[config.mk]
export PLATFORM = sky130hd
export DESIGN_NAME = wca_top
export DESIGN_NICKNAME = d
export VERILOG_FILES = /design/src/rtl/wca_pkg.sv /design/src/rtl/wca_link_if.sv /design/src/rtl/wca_us_timer.sv /design/src/rtl/wca_pin_drive.sv /design/src/rtl/wca_top.sv
export SDC_FILE = /design/constraint.sdc
export NUM_CORES = 1
export LEC_CHECK = 0
export ABC_AREA = 0
export BUFFER_PORTS_ARGS = -buffer_cell sky130_fd_sc_hd__buf_4
export CAP_MARGIN = 40
export CORE_MARGIN = 1
export CORE_UTILIZATION = 25
export CTS_CLUSTER_SIZE = 10
export DETAILED_ROUTE_END_ITERATION = 10
export PLACE_DENSITY_LB_ADDON = 0.3
export SYNTH_ARGS = -nofsm -noshare
export SYNTH_HDL_FRONTEND = slang
export SYNTH_SLANG_ARGS = --single-unit
[constraint.sdc]
create_clock -name clk -period 3.79 [get_ports clk]
set_clock_uncertainty 0.15 [all_clocks]
set_input_delay 0.758 -clock clk [delete_from_list [all_inputs] [get_ports clk]]
set_output_delay 0.758 -clock clk [all_outputs]
set_load 0.1 [all_outputs]
[src/rtl/wca_pkg.sv]
package wca_pkg;

  // --------------------------------------------------------------------
  // register map
  // --------------------------------------------------------------------
  localparam logic [11:0] ADDR_T1 = 12'hF12; // deny_sample_delay
  localparam logic [11:0] ADDR_T2 = 12'hF13; // direction_switch_delay
  localparam logic [11:0] ADDR_CTRL = 12'hF14;
  localparam logic [11:0] ADDR_CMD = 12'hF15;
  localparam logic [11:0] ADDR_STAT = 12'hF16;

  localparam logic [7:0] T1_RESET = 8'h31;
  localparam logic [7:0] T2_RESET = 8'h13;
  localparam logic [7:0] CTRL_RESET = 8'h00;

  // control fields
  localparam int CTRL_MODE_LSB = 0; // [1:0] wire count
  localparam int CTRL_PRIO_BIT = 2;
  localparam int CTRL_DIR_BIT = 3;
  localparam int CTRL_OVL_BIT = 4;

  // command fields, write-only pulses
  localparam int CMD_START_BIT = 0;
  localparam int CMD_END_BIT = 1;

  // status fields
  localparam int STAT_BUSY_BIT = 0;
  localparam int STAT_REQ_BIT = 1;
  localparam int STAT_REFUSED_BIT = 2;
  localparam int STAT_GRANT_BIT = 3;
  localparam int STAT_DIRPH_BIT = 4;

  // --------------------------------------------------------------------
  // timing
  // --------------------------------------------------------------------
  localparam int CLK_PERIOD_NS = 5;
  localparam int US_NS = 1000;
  localparam int CYC_PER_US = US_NS / CLK_PERIOD_NS;
  localparam logic [7:0] PRE_LAST = 8'(CYC_PER_US - 1);
  localparam logic [8:0] US_MAX = 9'h1FF;

  // --------------------------------------------------------------------
  // types
  // --------------------------------------------------------------------
  typedef enum logic [1:0] {
    MODE_TWO = 2'h0,
    MODE_THREE = 2'h1,
    MODE_FOUR = 2'h2,
    MODE_FOUR_ALT = 2'h3
  } wca_mode_t;

  typedef enum logic [2:0] {
    ST_IDLE = 3'h1,
    ST_WAIT = 3'h2,
    ST_GRANT = 3'h4
  } wca_state_t;

endpackage

[src/rtl/wca_link_if.sv]
`timescale 1ns/100ps
interface wca_link_if;
  import wca_pkg::*;

  // timer control and events
  logic tmr_start;
  logic tmr_stop;
  logic [7:0] t1_val;
  logic [7:0] t2_val;
  logic t1_hit;
  logic t2_hit;

  // pin drive inputs
  wca_mode_t mode;
  logic req;
  logic prio;
  logic txn_prio;
  logic dir_phase;
  logic dir_tx;
  logic overlap;

  modport core (
    output tmr_start, tmr_stop, t1_val, t2_val,
    output mode, req, prio, txn_prio, dir_phase, dir_tx, overlap,
    input t1_hit, t2_hit
  );
  modport tmr (
    input tmr_start, tmr_stop, t1_val, t2_val,
    output t1_hit, t2_hit
  );
  modport pins (
    input mode, req, prio, txn_prio, dir_phase, dir_tx, overlap
  );
endinterface

[src/rtl/wca_us_timer.sv]
`timescale 1ns/100ps
module wca_us_timer import wca_pkg::*; (
  // clock and reset
  input wire logic clk,
  input wire logic arst_n,
  // core link
  wca_link_if.tmr lk
);

  typedef struct packed {
    logic run;
    logic [7:0] pre;
    logic [8:0] us;
    logic t1_hit;
    logic t2_hit;
  } wca_tmr_t;

  wca_tmr_t s;
  wca_tmr_t next_s;
  logic tick;

  // --------------------------------------------------------------------
  // microsecond base restarted by each request rising edge
  // --------------------------------------------------------------------
  always_comb begin
    next_s = s;
    tick = s.run && (s.pre == PRE_LAST);
    next_s.t1_hit = 1'b0;
    next_s.t2_hit = 1'b0;
    if (lk.tmr_start) begin
      next_s.run = 1'b1;
      next_s.pre = 8'h00;
      next_s.us = 9'h000;
    end else if (lk.tmr_stop) begin
      next_s.run = 1'b0;
    end else if (s.run) begin
      next_s.pre = tick ? 8'h00 : s.pre + 8'h01;
      if (tick) begin
        // us becomes value+1 on this tick
        next_s.t1_hit = (s.us == {1'b0, lk.t1_val});
        next_s.t2_hit = (s.us == {1'b0, lk.t2_val});
        if (s.us == US_MAX) begin
          next_s.run = 1'b0;
        end else begin
          next_s.us = s.us + 9'h001;
        end
      end
    end
  end

  // state register
  always_ff @(posedge clk or negedge arst_n) begin
    if (!arst_n) begin
      s <= '0;
    end else begin
      s <= next_s;
    end
  end

  assign lk.t1_hit = s.t1_hit;
  assign lk.t2_hit = s.t2_hit;

endmodule

[src/rtl/wca_pin_drive.sv]
`timescale 1ns/100ps
module wca_pin_drive import wca_pkg::*; (
  // clock and reset
  input wire logic clk,
  input wire logic arst_n,
  // core link
  wca_link_if.pins lk,
  // pins
  output logic activity_req,
  output logic status_out,
  output logic channel_overlap_flag
);

  typedef struct packed {
    logic act;
    logic sta;
    logic ovl;
  } wca_pin_t;

  wca_pin_t s;
  wca_pin_t next_s;

  // --------------------------------------------------------------------
  // registered pin levels per wire mode
  // --------------------------------------------------------------------
  always_comb begin
    next_s = '0;
    if (lk.mode == MODE_TWO) begin
      next_s.act = lk.prio;
    end else begin
      next_s.act = lk.req;
      if (lk.req) begin
        // priority first, direction once t2 has passed
        next_s.sta = lk.dir_phase ? lk.dir_tx : lk.txn_prio;
      end
      next_s.ovl = lk.mode[1] && lk.req && lk.overlap;
    end
  end

  // state register
  always_ff @(posedge clk or negedge arst_n) begin
    if (!arst_n) begin
      s <= '0;
    end else begin
      s <= next_s;
    end
  end

  assign activity_req = s.act;
  assign status_out = s.sta;
  assign channel_overlap_flag = s.ovl;

endmodule

[src/rtl/wca_top.sv]
// Design decision made here: the plain strobed port.
`timescale 1ns/100ps
//
// Function
// supports two-, three- and four-wire coexistence signalling, chosen by mode.
// request, status and refusal sit on three fixed lines; two-wire uses first.
// peer holds busy while moving its own packets.
// low-priority sends are withheld while peer busy; software sees busy.
// priority output high in high-priority activity; peer then defers.
// busy input is only readable by software, no hardware reaction.
// request stays high for the whole transaction.
// request rises t1 before the radio settle step; settle go at t1.
// status shows priority when request rises.
// after t2 status shows direction, high transmit, low receive.
// direction updates ahead of each transmit or receive.
// optional overlap output under software control.
// peer drives refusal stable within t1 after request.
// refusal high at sample time means transaction is not started.
// 8-bit t1 minus one setting, reset 0x31, refusal sampled at t1.
// 8-bit t2 minus one setting, reset 0x13, sets direction switch.
// microsecond counter restarts on request rise, compares value plus one.
module wca_top import wca_pkg::*; (
  // clock and reset
  input wire logic clk,
  input wire logic arst_n,
  // register port
  input wire logic [11:0] reg_addr,
  input wire logic [7:0] reg_wdata,
  input wire logic reg_wr,
  input wire logic reg_rd,
  output logic [7:0] reg_rdata,
  // peer inputs
  input wire logic peer_radio_busy,
  input wire logic peer_refusal,
  // peer outputs
  output logic activity_req,
  output logic status_out,
  output logic channel_overlap_flag,
  // radio sequencer
  output logic settle_go
);

  // --------------------------------------------------------------------
  // registered state
  // --------------------------------------------------------------------
  typedef struct packed {
    // sequencing
    wca_state_t st;
    // software settings
    logic [7:0] t1;
    logic [7:0] t2;
    logic [1:0] mode;
    logic prio;
    logic dir_tx;
    logic overlap;
    // transaction progress
    logic txn_prio;
    logic req;
    logic dir_phase;
    logic refused;
    logic granted;
    // registered outputs
    logic settle_go;
    logic [7:0] rdata;
  } wca_core_t;

  // registered state and its next value
  wca_core_t s;
  wca_core_t next_s;

  // command pulses decoded from a write
  logic start_cmd;
  logic end_cmd;

  // timer restart and stop strobes
  logic start_fire;
  logic stop_fire;

  wca_link_if lk ();

  // --------------------------------------------------------------------
  // reset image, a constant so the reset branch loads no logic
  // --------------------------------------------------------------------
  localparam wca_core_t RESET_S = '{
    st: ST_IDLE,
    t1: T1_RESET,
    t2: T2_RESET,
    mode: CTRL_RESET[CTRL_MODE_LSB +: 2],
    prio: CTRL_RESET[CTRL_PRIO_BIT],
    dir_tx: CTRL_RESET[CTRL_DIR_BIT],
    overlap: CTRL_RESET[CTRL_OVL_BIT],
    txn_prio: 1'b0,
    req: 1'b0,
    dir_phase: 1'b0,
    refused: 1'b0,
    granted: 1'b0,
    settle_go: 1'b0,
    rdata: 8'h00
  };

  // --------------------------------------------------------------------
  // register access and transaction sequencing
  // --------------------------------------------------------------------
  always_comb begin
    next_s = s;
    // pulses and read data are zero unless set below
    next_s.settle_go = 1'b0;
    next_s.rdata = 8'h00;
    start_cmd = 1'b0;
    end_cmd = 1'b0;
    start_fire = 1'b0;
    stop_fire = 1'b0;

    // ------------------------------------------------------------------
    // register writes
    // ------------------------------------------------------------------
    if (reg_wr) begin
      case (reg_addr)
        ADDR_T1: begin
          next_s.t1 = reg_wdata;
        end
        ADDR_T2: begin
          next_s.t2 = reg_wdata;
        end
        ADDR_CTRL: begin
          // mode, priority, direction and overlap in one write
          next_s.mode = reg_wdata[CTRL_MODE_LSB +: 2];
          next_s.prio = reg_wdata[CTRL_PRIO_BIT];
          next_s.dir_tx = reg_wdata[CTRL_DIR_BIT];
          next_s.overlap = reg_wdata[CTRL_OVL_BIT];
        end
        ADDR_CMD: begin
          start_cmd = reg_wdata[CMD_START_BIT];
          end_cmd = reg_wdata[CMD_END_BIT];
        end
        ADDR_STAT: begin
          // status is read-only, the write is dropped
        end
        default: begin
        end
      endcase
    end

    // ------------------------------------------------------------------
    // register reads, data one cycle later
    // ------------------------------------------------------------------
    if (reg_rd) begin
      case (reg_addr)
        ADDR_T1: begin
          next_s.rdata = s.t1;
        end
        ADDR_T2: begin
          next_s.rdata = s.t2;
        end
        ADDR_CTRL: begin
          next_s.rdata[CTRL_MODE_LSB +: 2] = s.mode;
          next_s.rdata[CTRL_PRIO_BIT] = s.prio;
          next_s.rdata[CTRL_DIR_BIT] = s.dir_tx;
          next_s.rdata[CTRL_OVL_BIT] = s.overlap;
        end
        ADDR_STAT: begin
          next_s.rdata[STAT_BUSY_BIT] = peer_radio_busy;
          next_s.rdata[STAT_REQ_BIT] = s.req;
          next_s.rdata[STAT_REFUSED_BIT] = s.refused;
          next_s.rdata[STAT_GRANT_BIT] = s.granted;
          next_s.rdata[STAT_DIRPH_BIT] = s.dir_phase;
        end
        ADDR_CMD: begin
          next_s.rdata = 8'h00; // command pulses leave nothing to read
        end
        default: begin
          // unmapped places read as zero
          next_s.rdata = 8'h00;
        end
      endcase
    end

    // ------------------------------------------------------------------
    // transaction state machine, three- and four-wire only
    // ------------------------------------------------------------------
    case (s.st)
      ST_IDLE: begin
        // starts are taken in three- and four-wire modes only
        if (start_cmd && (s.mode != MODE_TWO)) begin
          next_s.st = ST_WAIT;
          next_s.req = 1'b1;
          next_s.txn_prio = s.prio;
          next_s.dir_phase = 1'b0;
          next_s.refused = 1'b0;
          next_s.granted = 1'b0;
          start_fire = 1'b1;
        end
      end
      ST_WAIT: begin
        if (end_cmd) begin
          next_s.st = ST_IDLE;
          next_s.req = 1'b0;
          stop_fire = 1'b1;
        end else if (lk.t1_hit) begin
          // the refusal line is looked at on the t1 cycle only
          if (peer_refusal) begin
            // refused: drop the request, never start
            next_s.st = ST_IDLE;
            next_s.req = 1'b0;
            next_s.refused = 1'b1;
            stop_fire = 1'b1;
          end else begin
            next_s.st = ST_GRANT;
            next_s.granted = 1'b1;
            next_s.settle_go = 1'b1;
          end
        end
      end
      ST_GRANT: begin
        // granted until software ends the transaction
        if (end_cmd) begin
          next_s.st = ST_IDLE;
          next_s.req = 1'b0;
          stop_fire = 1'b1;
        end
      end
      default: begin
        // an illegal state code falls back to idle
        next_s.st = ST_IDLE;
        next_s.req = 1'b0;
      end
    endcase

    // ------------------------------------------------------------------
    // a switch to two-wire drops an open transaction, since the
    // request pin then carries the priority level instead
    // ------------------------------------------------------------------
    if ((next_s.mode == MODE_TWO) && (next_s.st != ST_IDLE)) begin
      next_s.st = ST_IDLE;
      next_s.req = 1'b0;
      next_s.settle_go = 1'b0;
      stop_fire = 1'b1;
    end

    // ------------------------------------------------------------------
    // status changes from priority to direction at t2
    // ------------------------------------------------------------------
    if (next_s.req && lk.t2_hit) begin
      next_s.dir_phase = 1'b1;
    end
    // the direction phase ends with the request
    if (!next_s.req) begin
      next_s.dir_phase = 1'b0;
    end
  end

  // state register
  always_ff @(posedge clk or negedge arst_n) begin
    if (!arst_n) begin
      s <= RESET_S;
    end else begin
      s <= next_s;
    end
  end

  // --------------------------------------------------------------------
  // link to the helpers
  // --------------------------------------------------------------------
  // timer controls
  assign lk.tmr_start = start_fire;
  assign lk.tmr_stop = stop_fire;
  assign lk.t1_val = s.t1;
  assign lk.t2_val = s.t2;

  // pin drive inputs, all registered
  assign lk.mode = wca_mode_t'(s.mode);
  assign lk.req = s.req;
  assign lk.prio = s.prio;
  assign lk.txn_prio = s.txn_prio;
  assign lk.dir_phase = s.dir_phase;
  assign lk.dir_tx = s.dir_tx;
  assign lk.overlap = s.overlap;

  // --------------------------------------------------------------------
  // helpers
  // --------------------------------------------------------------------
  // microsecond timer
  wca_us_timer u_timer (
    .clk(clk),
    .arst_n(arst_n),
    .lk(lk.tmr)
  );

  // registered pin drivers
  wca_pin_drive u_pins (
    .clk(clk),
    .arst_n(arst_n),
    .lk(lk.pins),
    .activity_req(activity_req),
    .status_out(status_out),
    .channel_overlap_flag(channel_overlap_flag)
  );

  // --------------------------------------------------------------------
  // outputs straight from flip-flops
  // --------------------------------------------------------------------
  assign reg_rdata = s.rdata;
  assign settle_go = s.settle_go;

endmodule

==> results.cfg <==
[status]
outcome = finished clean

[global_route]
grt.total_usage = 0.123
antenna_found_initial = 0
grt_max_degree = 62
grt-ovfl-total = 0
grt_pass1_wl_um = 13700
grt_pass1_vias = 2663

[power]
pwr-share-comb = 0.041
p_leak_nw = 1.90
cellPowerDensity_nw_per_um2 = 370
power.share.clock = 0.537
intPower_mw = 1.21
netSwitchingFraction = 0.221
ir_drop_v = 0.000203
p_switching_mw = 0.344
p_seq_frac = 0.421

[detailed_routing]
vias_per_cell = 4.81
routed_wl_um = 8060
dr.pass1.iters = 4
wl_per_cell_um = 14.8
vias = 2628
drt_iter0_drc = 151
ant_nets = 0
drc = 0

[cts]
post_cts_buffers = 0
cts_tree = done
cts_resized = 0
clockBufferDepth = 2
clkLatencyLatePin_ns = 0.33
hold_buffers = 0
clkSinkCount = 61
clk_pin_slew_ns = 0.05
cts_root_buffer = clkbuf_16
cts_max_level = 3
numCtsBuffers = 9

[timing]
rsz0062_at_grt = no
setup_ws_ns = 0.982
setup_violations = 0
worst_pin_slew_ns = 0.910
finalCritPeriodShare = 0.741
period_needed_ns = 2.81
slew_headroom = 0.377
tns_ns = 0
max_freq_ghz = 0.356
drv_slew = 0
hold_violations = 0

[die]
start_util = 0.259
die_y_um = 120
io_pins = 38
rows = 42
dieArea_um2 = 14400
fp.dieW_um = 120
core-area_um2 = 13400

[cells_and_area]
final_nets = 394
drive_gt1_frac = 0.259
final_cells = 546
diodes = 0
syn_to_final_growth_pct = 20.9

[synthesis]
synth-compound-area-share = 0.113
syn-instance-count = 333
ys_seq_area_frac = 0.442
synthArstFlopShare = 1.00
yosysWarnings = 0
synth_area_leaders = dfrtp_1 (39%), mux2i_1 (7.5%), mux2_2 (6.5%)
synth_common_cells = dfrtp_1 (54), nand2_1 (40), mux2i_1 (26), mux2_2 (20), xor2_1 (16)
synth.net_count = 362
synth-edff-count = 0
yosysTopAreaCell = dfrtp_1
synthXorXnorAreaFrac = 0.0403
synth_fa_ha_area_frac = 0.0108
yosys.area_share.simple = 0.213
avgSynthCellArea_um2 = 10.4
yosysUniqueCellTypes = 50
syn_area_um2 = 3480
synth.most_common_cell = dfrtp_1
ys_seq_elements = 61
synth.area.mux_share = 0.144
synth_top_family_by_area = simple AND/OR/NAND/NOR gates
synthFlopType = dfrtp_1
synth_top_area_frac = 0.389

[critical_path]
timing.rr.end = u_timer.s[6]
cp_data_arrival_time_ns = 2.87
critPathKind = primary input to register
cp_max_fo = 11
r2r_start = u_timer.s[14]
cp.required_ns = 3.85
end_kind = register
crit_path_start_kind = primary input
cp-startpoint = reg_addr[6]
crit_path_end = u_timer.s[9]
reg2reg_depth = 5
r2r_setup_slack_ns = 1.27

[placement]
io_buffers = 37
place_worst_setup_slack_ns = 0.629
hpwlAfterDp_um = 5750
dp_cells = 530
gp_congestion = 0.792

[hold_path]
min_path_type = primary input to asynchronous set/reset pin

[run]
drv_cap = 0
-- kinds of logic after synthesis --
logic type / count (synthesis)
AOI/OAI and AO/OA: 49
muxes: 47
adders and majority gates: 3
xor gates and xnor gates: 16
buffers and inverters: 24
and+or+nand+nor: 133
DFF: 61
-- metrics by stage --
step	power (mW)	utilization	instance area (um2)	hold WS, ns
after detailed placement	0.731	0.290	3890	0.335
after global routing	1.61	0.314	4200	0.358
after CTS	1.57	0.314	4200	0.342
final	1.55	0.314	4200	0.335
after global placement	0.730	0.290	3890	0.316
after floorplan	0.687	-	3480	0.297
-- layout by cell type (no fill, tap or decap), drive strengths merged, types with 5 or more instances in the layout --
cell type  instances
a2111oi            9
a211oi             8
and2               8
buf               42
clkbuf            10
dfrtp             54
dfstp              7
mux2              20
mux2i             27
nand2             40
nand2b            15
nand3              5
nand4              9
nor2              14
nor4              12
o21ai              8
o22ai             11
xor2              16
-- routing by layer --
layer / global-route usage / vias up / share of wire
li1: - / 1281 / -
met1: 0.159 / 1278 / 0.48
met2: 0.193 / 55 / 0.46
met3: 0.0195 / 14 / 0.034
met4: 0.0727 / 0 / 0.028
met5: 0 / - / 0
-- state kept, by name, summed over array words and instances (netlist names) --
register and cells:
lk.prio 1, lk.dir_phase 1, reg_rdata 8, u_pins.status_out 1, lk.t2_val 8, lk.mode 2
u_pins.activity_req 1, u_timer.lk.t1_hit 1, lk.txn_prio 1, u_pins.channel_overlap_flag 1, lk.req 1, settle_go 1
u_timer.lk.t2_hit 1, lk.t1_val 8, u_timer.s 18, lk.dir_tx 1, s 5, lk.overlap 1
-- critical path, stage by stage --
cell and delay [ns]:
buf_4 0.11, nand4bb_1 0.40, or4_1 0.64, o21ai_2 0.48, buf_4 0.25, a211oi_1 0.07
mux2i_1 0.14
-- power groups by stage --
stage	clock (mW)	sequential, mW	combinational (mW)
after detailed placement	0	0.666	0.0655
final	0.835	0.654	0.0640
after CTS	0.855	0.654	0.0657
after floorplan	0	0.667	0.0202
after global routing	0.885	0.654	0.0712
after global placement	0	0.666	0.0643
-- worst min path at each step --
stage	startpoint	end	slack (ns)	cells past startpoint
global placement	lk.txn_prio	lk.txn_prio	0.32	2
CTS	lk.txn_prio	lk.txn_prio	0.34	2
finish	arst_n	s[36]	0.34	1
detailed placement	lk.txn_prio	lk.txn_prio	0.34	2
global route	s[9]	s[9]	0.36	2
floorplan	s[9]	s[9]	0.30	2
-- area by class of cell --
class | count | area [um2]
tap | 176 | 220
fill | 1364 | 9200
multi-input combinational | 248 | 1810
clock buffer | 10 | 239
clock inverter | 6 | 70.1
sequential | 61 | 1540
inverter | 3 | 11.3
timing repair buffer | 42 | 315
Power figures use the tool's default switching activity.
